$ cat src/sbs_pkg.sv
// Shared constants, register layout and types for the break/sync serial port
package sbs_pkg;
	// Register byte offsets on the APB bus
	localparam logic [7:0] SBS_A_CTRL = 8'h00;
	localparam logic [7:0] SBS_A_STAT = 8'h04;
	localparam logic [7:0] SBS_A_TXD = 8'h08;
	localparam logic [7:0] SBS_A_RXD = 8'h0C;
	localparam logic [7:0] SBS_A_BAUD = 8'h10;
	// Status register bit positions
	localparam int SBS_S_TRANSMIT_BUFFER_EMPTY_FLAG = 0;
	localparam int SBS_S_SHIFT_REGISTER_EMPTY_STATUS = 1;
	localparam int SBS_S_RCF = 2;
	localparam int SBS_S_RXIDLE = 3;
	// Reset values
	localparam logic [15:0] SBS_BAUD_RST = 16'h000F;
	localparam logic [8:0] SBS_CTRL_RST = 9'h000;
	// Frame lengths in bits, start and stop included where sent
	localparam logic [3:0] SBS_N_BRK = 4'hE;
	localparam logic [3:0] SBS_N_A8 = 4'hA;
	localparam logic [3:0] SBS_N_A9 = 4'hB;
	localparam logic [3:0] SBS_N_S8 = 4'h8;
	localparam logic [3:0] SBS_N_S9 = 4'h9;
	localparam logic [3:0] SBS_N_RXD = 4'h8;
	// Break frame: start, twelve zeros, stop
	localparam logic [13:0] SBS_BRK_FRAME = 14'h2000;
	// Holding-to-shift transfer time
	localparam int SBS_CLK_NS = 10;
	localparam int SBS_TCY_NS = 10;
	localparam int SBS_TCY_CYC = (SBS_TCY_NS + SBS_CLK_NS - 1) / SBS_CLK_NS;
	// Control register layout, bit 0 is transmit_enable
	typedef struct packed {
		logic wake_on_receive_enable;
		logic transmit_ninth_bit;
		logic nine_bit_transmit_select;
		logic clock_idle_polarity;
		logic serial_port_enable;
		logic clock_source_select;
		logic sync_mode;
		logic send_break_request;
		logic transmit_enable;
	} sbs_ctrl_t;
	// Transmit sequencer, Gray along idle-load-shift
	typedef enum logic [1:0] {
		SBS_TX_IDLE = 2'b00,
		SBS_TX_LOAD = 2'b01,
		SBS_TX_SHIFT = 2'b11
	} sbs_tx_t;
	// Receive sequencer
	typedef enum logic [1:0] {
		SBS_RX_IDLE = 2'b00,
		SBS_RX_START = 2'b01,
		SBS_RX_DATA = 2'b11,
		SBS_RX_STOP = 2'b10
	} sbs_rx_t;
endpackage : sbs_pkg

$ cat src/sbs_top.sv
// Serial port with break/sync transmit, wake-on-receive and synchronous master transmit
//
// Behaviour
// - Setting wake enable idles the receiver; a wake event sets receive-complete flag.
// - After the wake event, next rising line edge clears wake enable.
// - Reading receive data clears the wake flag; that data is dummy.
// - Break is start bit, twelve zero bits, stop bit.
// - Break sent when send-break and transmit enable set at shift load.
// - Break ignores the written byte; only zeros are shifted before the stop bit.
// - Send-break clears itself after the break stop bit.
// - Holding register takes next byte during break; sent normally afterwards.
// - Shift-empty status tracks break transmission like ordinary characters.
// - Wake mode catches two transitions, flags, then receives next byte.
// - Synchronous master is half duplex; tx and rx exclude each other.
// - Sync mode plus port enable turn pins into clock and data.
// - Synchronous master generates and drives the shift clock.
// - Clock polarity bit sets the idle clock level.
// - Shift register reloads only after last bit, then at once.
// - Transfer takes one cycle; holding empties and buffer-empty flag sets.
// - Buffer-empty flag clears only by writing the holding register.
// - Read-only shift-empty bit, no interrupt, polled by software.
// - Wake event is a falling edge on the receive/data line.
`timescale 1ns/1ns
module sbs_top (
	input wire logic pclk,
	input wire logic presetn,
	input wire logic [7:0] paddr,
	input wire logic psel,
	input wire logic penable,
	input wire logic pwrite,
	input wire logic [31:0] pwdata,
	output logic [31:0] prdata,
	output logic pready,
	output logic pslverr,
	input wire logic rxdt_i,
	output logic rxdt_o,
	output logic rxdt_oe_n,
	output logic txck_o
);
	import sbs_pkg::*;

	sbs_ctrl_t ctrl_r;
	sbs_ctrl_t ctrl_nxt;
	sbs_tx_t tx_st_r;
	sbs_tx_t tx_st_nxt;
	sbs_rx_t rx_st_r;
	logic [15:0] baud_r;
	logic [15:0] bcnt_r;
	logic [15:0] rcnt_r;
	logic [7:0] hold_r;
	logic [7:0] rsh_r;
	logic [7:0] rdata_r;
	logic [13:0] fr_r;
	logic [13:0] fr_load;
	logic [3:0] cnt_r;
	logic [3:0] n_load;
	logic [3:0] rbit_r;
	logic hold_full_r;
	logic transmit_buffer_empty_flag_r;
	logic rcf_r;
	logic brk_act_r;
	logic ph_r;
	logic wk_seen_r;
	logic rx_m_r;
	logic rx_s_r;
	logic rx_d_r;
	logic [31:0] prdata_r;
	logic pslverr_r;
	logic txck_r;
	logic dt_r;
	logic dt_oe_n_r;
	logic txck_nxt;

	// Line synchroniser; only the second and third stages feed logic
	always_ff @(posedge pclk or negedge presetn) begin
		if (!presetn) begin
			rx_m_r <= 1'b1;
			rx_s_r <= 1'b1;
			rx_d_r <= 1'b1;
		end else begin
			rx_m_r <= rxdt_i;
			rx_s_r <= rx_m_r;
			rx_d_r <= rx_s_r;
		end
	end

	// Line edges
	wire rx_fall = rx_d_r & ~rx_s_r;
	wire rx_rise = ~rx_d_r & rx_s_r;

	// APB decode
	wire apb_setup = psel & ~penable;
	wire apb_acc = psel & penable;
	wire hit_ctrl = paddr == SBS_A_CTRL;
	wire hit_stat = paddr == SBS_A_STAT;
	wire hit_txd = paddr == SBS_A_TXD;
	wire hit_rxd = paddr == SBS_A_RXD;
	wire hit_baud = paddr == SBS_A_BAUD;
	wire mapped = hit_ctrl | hit_stat | hit_txd | hit_rxd | hit_baud;
	wire wr_ctrl = apb_acc & pwrite & hit_ctrl;
	wire wr_baud = apb_acc & pwrite & hit_baud;
	wire wr_txd = apb_acc & pwrite & hit_txd;
	wire rd_rxd = apb_acc & ~pwrite & hit_rxd;

	// Status and transmit conditions
	wire tx_busy = tx_st_r == SBS_TX_SHIFT;
	wire shift_register_empty_status = tx_st_r == SBS_TX_IDLE;
	wire rx_busy = rx_st_r != SBS_RX_IDLE;
	wire rx_en = ctrl_r.serial_port_enable & ~ctrl_r.sync_mode;
	wire tick = bcnt_r == baud_r;
	wire bit_end = tx_busy & tick & (~ctrl_r.sync_mode | ph_r);
	wire tx_done = bit_end & (cnt_r == 4'h1);
	wire brk_done = tx_done & brk_act_r;
	wire can_load = hold_full_r & ctrl_r.transmit_enable & ctrl_r.serial_port_enable
		& ~(ctrl_r.sync_mode & rx_busy);
	wire brk_now = ctrl_r.send_break_request & ~ctrl_r.sync_mode;

	// Wake detection and receive completion
	wire wake_hit = rx_en & ctrl_r.wake_on_receive_enable & rx_fall & ~wk_seen_r;
	wire wake_clr = ctrl_r.wake_on_receive_enable & wk_seen_r & rx_rise;
	wire rx_ok = rx_st_r == SBS_RX_STOP && rcnt_r == baud_r && rx_s_r;
	wire rx_set = wake_hit | rx_ok;
	wire rx_go = rx_en & ~ctrl_r.wake_on_receive_enable & ~wk_seen_r & rx_fall;

	// Read mux
	wire [31:0] stat_w = {28'h0000000, ~rx_busy, rcf_r, shift_register_empty_status, transmit_buffer_empty_flag_r};
	wire [31:0] rd_val = hit_ctrl ? {23'h000000, ctrl_r} :
		hit_stat ? stat_w :
		hit_rxd ? {24'h000000, rdata_r} :
		hit_baud ? {16'h0000, baud_r} :
		hit_txd ? {24'h000000, hold_r} : 32'h00000000;

	// Frame to load: break pattern ignores the byte, sync has no start/stop
	assign fr_load = ctrl_r.sync_mode ? {5'h1F, ctrl_r.transmit_ninth_bit, hold_r} :
		brk_now ? SBS_BRK_FRAME :
		ctrl_r.nine_bit_transmit_select ? {4'hF, ctrl_r.transmit_ninth_bit, hold_r, 1'b0} :
		{5'h1F, hold_r, 1'b0};
	assign n_load = ctrl_r.sync_mode ? (ctrl_r.nine_bit_transmit_select ? SBS_N_S9 : SBS_N_S8) :
		brk_now ? SBS_N_BRK :
		ctrl_r.nine_bit_transmit_select ? SBS_N_A9 : SBS_N_A8;

	// Control next value; hardware clears applied after a software write
	always_comb begin
		ctrl_nxt = ctrl_r;
		if (wr_ctrl)
			ctrl_nxt = sbs_ctrl_t'(pwdata[8:0]);
		if (brk_done)
			ctrl_nxt.send_break_request = 1'b0;
		if (wake_clr)
			ctrl_nxt.wake_on_receive_enable = 1'b0;
	end

	// Transmit sequencer next state
	always_comb begin
		case (tx_st_r)
			SBS_TX_IDLE: tx_st_nxt = can_load ? SBS_TX_LOAD : SBS_TX_IDLE;
			SBS_TX_LOAD: tx_st_nxt = SBS_TX_SHIFT;
			SBS_TX_SHIFT: tx_st_nxt = !tx_done ? SBS_TX_SHIFT :
				(can_load ? SBS_TX_LOAD : SBS_TX_IDLE);
			default: tx_st_nxt = SBS_TX_IDLE;
		endcase
	end

	// Pin roles: in sync mode the transmit pin carries the shift clock
	always_comb begin
		if (!ctrl_r.serial_port_enable)
			txck_nxt = 1'b1;
		else if (ctrl_r.sync_mode) begin
			if (ctrl_r.clock_source_select & tx_busy)
				txck_nxt = ph_r ^ ctrl_r.clock_idle_polarity;
			else
				txck_nxt = ctrl_r.clock_idle_polarity;
		end else
			txck_nxt = tx_busy ? fr_r[0] : 1'b1;
	end

	// Control and baud registers
	always_ff @(posedge pclk or negedge presetn) begin
		if (!presetn) begin
			ctrl_r <= sbs_ctrl_t'(SBS_CTRL_RST);
			baud_r <= SBS_BAUD_RST;
		end else begin
			ctrl_r <= ctrl_nxt;
			if (wr_baud)
				baud_r <= pwdata[15:0];
		end
	end

	// APB answer registered in setup, zero wait states
	always_ff @(posedge pclk or negedge presetn) begin
		if (!presetn) begin
			prdata_r <= 32'h00000000;
			pslverr_r <= 1'b0;
		end else if (apb_setup) begin
			prdata_r <= pwrite ? 32'h00000000 : rd_val;
			pslverr_r <= ~mapped;
		end
	end

	// Holding register and buffer-empty flag
	always_ff @(posedge pclk or negedge presetn) begin
		if (!presetn) begin
			hold_r <= 8'h00;
			hold_full_r <= 1'b0;
			transmit_buffer_empty_flag_r <= 1'b1;
		end else if (wr_txd) begin
			hold_r <= pwdata[7:0];
			hold_full_r <= 1'b1;
			transmit_buffer_empty_flag_r <= 1'b0;
		end else if (tx_st_r == SBS_TX_LOAD) begin
			hold_full_r <= 1'b0;
			transmit_buffer_empty_flag_r <= 1'b1;
		end
	end

	// Transmit shifter and bit timing
	always_ff @(posedge pclk or negedge presetn) begin
		if (!presetn) begin
			tx_st_r <= SBS_TX_IDLE;
			fr_r <= 14'h3FFF;
			cnt_r <= 4'h0;
			brk_act_r <= 1'b0;
			ph_r <= 1'b0;
			bcnt_r <= 16'h0000;
		end else begin
			tx_st_r <= tx_st_nxt;
			if (tx_st_r == SBS_TX_LOAD) begin
				fr_r <= fr_load;
				cnt_r <= n_load;
				brk_act_r <= brk_now;
				ph_r <= 1'b0;
				bcnt_r <= 16'h0000;
			end else if (tx_busy) begin
				bcnt_r <= tick ? 16'h0000 : bcnt_r + 16'h0001;
				if (tick & ctrl_r.sync_mode)
					ph_r <= ~ph_r;
				if (bit_end) begin
					fr_r <= {1'b1, fr_r[13:1]};
					cnt_r <= cnt_r - 4'h1;
				end
			end
		end
	end

	// Pin output flops
	always_ff @(posedge pclk or negedge presetn) begin
		if (!presetn) begin
			txck_r <= 1'b1;
			dt_r <= 1'b1;
			dt_oe_n_r <= 1'b1;
		end else begin
			txck_r <= txck_nxt;
			dt_r <= fr_r[0];
			dt_oe_n_r <= ~(ctrl_r.serial_port_enable & ctrl_r.sync_mode & tx_busy);
		end
	end

	// Wake tracking and receive-complete flag; a new event beats a read clear
	always_ff @(posedge pclk or negedge presetn) begin
		if (!presetn) begin
			wk_seen_r <= 1'b0;
			rcf_r <= 1'b0;
		end else begin
			rcf_r <= rx_set | (rcf_r & ~rd_rxd);
			if (wake_hit)
				wk_seen_r <= 1'b1;
			else if (wake_clr | ~ctrl_r.wake_on_receive_enable)
				wk_seen_r <= 1'b0;
		end
	end

	// Asynchronous receiver, idle while wake mode holds it
	always_ff @(posedge pclk or negedge presetn) begin
		if (!presetn) begin
			rx_st_r <= SBS_RX_IDLE;
			rcnt_r <= 16'h0000;
			rbit_r <= 4'h0;
			rsh_r <= 8'h00;
			rdata_r <= 8'h00;
		end else begin
			rcnt_r <= rcnt_r + 16'h0001;
			if (wake_hit)
				rdata_r <= 8'h00;
			case (rx_st_r)
				SBS_RX_IDLE: begin
					rcnt_r <= 16'h0000;
					if (rx_go)
						rx_st_r <= SBS_RX_START;
				end
				SBS_RX_START: if (rcnt_r == {1'b0, baud_r[15:1]}) begin
					rcnt_r <= 16'h0000;
					rbit_r <= 4'h0;
					rx_st_r <= rx_s_r ? SBS_RX_IDLE : SBS_RX_DATA;
				end
				SBS_RX_DATA: if (rcnt_r == baud_r) begin
					rcnt_r <= 16'h0000;
					rsh_r <= {rx_s_r, rsh_r[7:1]};
					rbit_r <= rbit_r + 4'h1;
					if (rbit_r == SBS_N_RXD - 4'h1)
						rx_st_r <= SBS_RX_STOP;
				end
				SBS_RX_STOP: if (rcnt_r == baud_r) begin
					if (rx_ok)
						rdata_r <= rsh_r;
					rx_st_r <= SBS_RX_IDLE;
				end
				default: rx_st_r <= SBS_RX_IDLE;
			endcase
			if (!rx_en || ctrl_r.wake_on_receive_enable)
				rx_st_r <= SBS_RX_IDLE;
		end
	end

	assign prdata = prdata_r;
	assign pready = 1'b1;
	assign pslverr = pslverr_r;
	assign rxdt_o = dt_r;
	assign rxdt_oe_n = dt_oe_n_r;
	assign txck_o = txck_r;
endmodule : sbs_top

$ cat config.mk
export PLATFORM = sky130hd
export DESIGN_NAME = sbs_top
export DESIGN_NICKNAME = d
export VERILOG_FILES = /design/src/sbs_pkg.sv /design/src/sbs_top.sv
export SDC_FILE = /design/constraint.sdc
export NUM_CORES = 1
export LEC_CHECK = 0
export BUFFER_PORTS_ARGS = -buffer_cell sky130_fd_sc_hd__buf_4
export CORE_MARGIN = 8
export CORE_UTILIZATION = 35
export CTS_CLUSTER_DIAMETER = 150
export CTS_CLUSTER_SIZE = 25
export DETAILED_ROUTE_END_ITERATION = 8
export GPL_TIMING_DRIVEN = 0
export PLACE_DENSITY = 0.51
export SLEW_MARGIN = 20
export SYNTH_ARGS = -nofsm -noshare
export SYNTH_HDL_FRONTEND = slang
export SYNTH_SLANG_ARGS = --single-unit
$ cat constraint.sdc
create_clock -name pclk -period 5.6 [get_ports pclk]
set_clock_uncertainty 0.05 [all_clocks]
set_input_delay 1.68 -clock pclk [delete_from_list [all_inputs] [get_ports pclk]]
set_output_delay 1.68 -clock pclk [all_outputs]
set_load 0.1 [all_outputs]
==> reports/metrics.yaml <==
global_routing:
  gr-total-overflow: 0
  grt_pass1_vias: 5649
  use_met2: 0.254
  grt_max_degree: 70
  grt_pass1_wl_mm: 30.3
  grt_util_met1: 0.203
  grt_busiest_layer: "met2"
  grt_usage: 0.157
  grt_util_met3: 0.0330
  antenna_found_initial: 0
synthesis:
  synth_async_sr_flop_share: 1.00
  syn_inst: 701
  synth_edf_count: 0
  synth_seq_cells: 135
  syn_area_per_cell_sq_um: 10.0
  synth_ff_type: "dfrtp_1"
  synth_area_sq_um: 7030
  yosys_warnings: 0
  synth_cell_types: 58
  ys_seq_area_frac: 0.485
place:
  gp_congestion: 0.852
  dp_cells: 1035
  dp_worst_setup_slack_ns: 1.49
  dpl.hpwl_mm: 13.7
  portBuffers: 48
  dpl-instance-area_sq_um: 7820
timing:
  setup_tns_ns: 0
  slew_headroom: 0.385
  rsz0062_at_grt: "no"
  finalHoldViolCount: 0
  fin_crit_sh: 0.641
  tightestPinTransition_ns: 0.917
  finalWorstSetupSlack_ns: 2.01
  min_period_ns: 3.59
  fmax_ghz: 0.279
  finalSetupViolations: 0
  maxSlewViolCount: 0
final_layout:
  regArea_sq_um: 3410
  syn2layout_area_growth_pct: 21.4
  finish.net_count: 835
  antenna_cells: 0
  multiInputGateArea_sq_um: 3330
  final_core_util: 0.427
  drive_gt1_frac: 0.237
  design_area_sq_um: 8530
  instances_no_fill: 1067
  n_fill_cell: 1926
min_path:
  hp-class: "flip-flop to flip-flop"
  holdPathEnd: "rx_s_r"
  holdCritStartpoint: "rx_m_r"
  whs_path_depth: 0
critical_path:
  r2r_slack_ns: 2.96
  r2r-start: "baud_r[6]"
  critPathCaptureType: "flip-flop"
  crit_path_start: "paddr[1]"
  worstPathRequired_ns: 5.86
  cp-start-kind: "primary input"
  r2r_cells: 7
  crit-reg2reg-capture: "ctrl_r[1]"
  critPathMaxFanout: 10
  criticalPathCategory: "primary input to flip-flop"
  worstPathArrival_ns: 3.85
power_and_ir_drop:
  powerDensity_nw_per_um2: 296
  p_leak_nw: 3.68
  worst_ir_drop_vdd_v: 0.000231
detailed_routing:
  wl_per_cell_microns: 17.4
  via_count: 5466
  routed_wl_mm: 18.6
  route.detailed.drc: 0
  first_iter_violations: 377
  dr.pass1.iters: 5
  ant_nets: 0
  drt-vias-per-instance: 5.12
clocking:
  numCtsBuffers: 17
  path_clk_slew_ns: 0.06
  postCtsHoldBufs: 0
  root_buffer: "clkbuf_16"
  cts.htree.levels: 4
  clk_latency_ns: 0.43
  cts_tree: "done"
  ctsResizeCount: 0
  cts_buffer_depth: 2
  cts_setup_buffers: 0
  cts.sinks: 135
floorplanning:
  die_h_microns: 158
  die_w_microns: 158
  start_util: 0.352
  ioPinCount: 83
  die_area_sq_um: 24900
  coreArea_sq_um: 20000
  rows: 52
status:
  status: "complete, no violations"
run:
  maxCapViolations: 0
[cells in the mapped netlist (6+ instances only)]
| library cell | number | area share |
|---|---|---|
| a21oi_1 | 27 | 0.019 |
| a22o_1 | 12 | 0.015 |
| a22oi_1 | 10 | 0.011 |
| and3_1 | 9 | 0.0080 |
| buf_2 | 10 | 0.0071 |
| buf_4 | 19 | 0.020 |
| clkbuf_1 | 25 | 0.013 |
| dfrtp_1 | 111 | 0.40 |
| dfstp_2 | 24 | 0.090 |
| inv_1 | 11 | 0.0059 |
| mux2_2 | 47 | 0.075 |
| mux2i_1 | 6 | 0.0085 |
| nand2_1 | 90 | 0.048 |
| nand2b_1 | 9 | 0.0080 |
| nand3_1 | 24 | 0.017 |
| nand4_1 | 16 | 0.014 |
| nor2_1 | 49 | 0.026 |
| nor3_1 | 7 | 0.0050 |
| o21ai_0 | 50 | 0.036 |
| o31ai_1 | 7 | 0.0075 |
| xnor2_1 | 52 | 0.065 |
| xor2_1 | 13 | 0.016 |
[cell type report]
class / instances / share of cell area
Sequential cell: 135 / 0.400
Multi-Input combinational cell: 512 / 0.390
Clock buffer: 18 / 0.0515
Timing Repair Buffer: 49 / 0.0463
Tap cell: 270 / 0.0396
Buffer: 58 / 0.0362
Clock inverter: 14 / 0.0317
Inverter: 11 / 0.00484
[through the flow]
stage               power [mW]  hold WS [ns]
global placement          1.19         0.299
floorplan                 1.13         0.295
finish                    2.52         0.308
detailed placement        1.19         0.301
global route              2.61         0.313
CTS                       2.55         0.308
[layout by cell type, fill, tap and decap left out, types with 5 or more instances in the layout]
cell type	Yosys	layout
dfrtp_1	111	111
nand2_1	90	90
buf_4	19	66
xnor2_1	52	52
o21ai_0	50	50
nor2_1	49	49
mux2_2	47	47
a21oi_1	27	27
clkbuf_1	25	25
nand3_1	24	24
dfstp_2	24	24
conb_1	2	17
clkbuf_16	0	17
nand4_1	16	16
xor2_1	13	13
a22o_1	12	12
inv_1	11	11
buf_2	10	10
a22oi_1	10	10
and3_1	9	9
nand2b_1	9	9
o31ai_1	7	7
bufinv_16	0	7
nor3_1	7	6
mux2i_1	6	6
o21bai_1	5	5
a32oi_1	5	5
ha_1	5	5
[routing by layer]
layer	routed length (microns)	up-vias
met5	0	-
met4	342	0
met3	803	30
met2	8820	144
met1	8650	2693
li1	-	2599
[critical path, stage by stage]
cell,delay (ns)
buf_4,0.11
nor3_1,0.24
and2_1,0.17
clkbuf_1,0.31
nand2_1,0.16
nor3_2,0.76
mux2_2,0.42
[registers in the layout (all words and copies together), names as in the netlist, 8 cells and up]
signal	count
bcnt_r	16
baud_r	16
rsh_r	8
prdata	16
rcnt_r	16
ctrl_r	9
fr_r	13
rdata_r	8
hold_r	8
[worst max-delay path by stage]
stage	to	slack, ns
floorplan	hold_r[0]	2.26
global placement	prdata[15]	1.55
detailed placement	prdata[15]	1.49
CTS	prdata[15]	1.94
global route	hold_r[2]	1.93
finish	hold_r[2]	2.01
[where the power goes]
part | switching, mW | internal (mW) | leakage, nW
Sequential | 0.00852 | 0.984 | 1.78
Clock | 0.453 | 0.897 | 0.341
Combinational | 0.130 | 0.0502 | 1.56
[cell families after synthesis]
group           share of synthesized area
xor+xnor                           0.0810
mux                                0.0839
compound gates                      0.129
fa+ha+maj                         0.00890
other cells                       0.00107
simple gates                        0.162
buf+inv                            0.0499
flops                               0.485
Note: power is estimated with default switching activity, not from simulation.
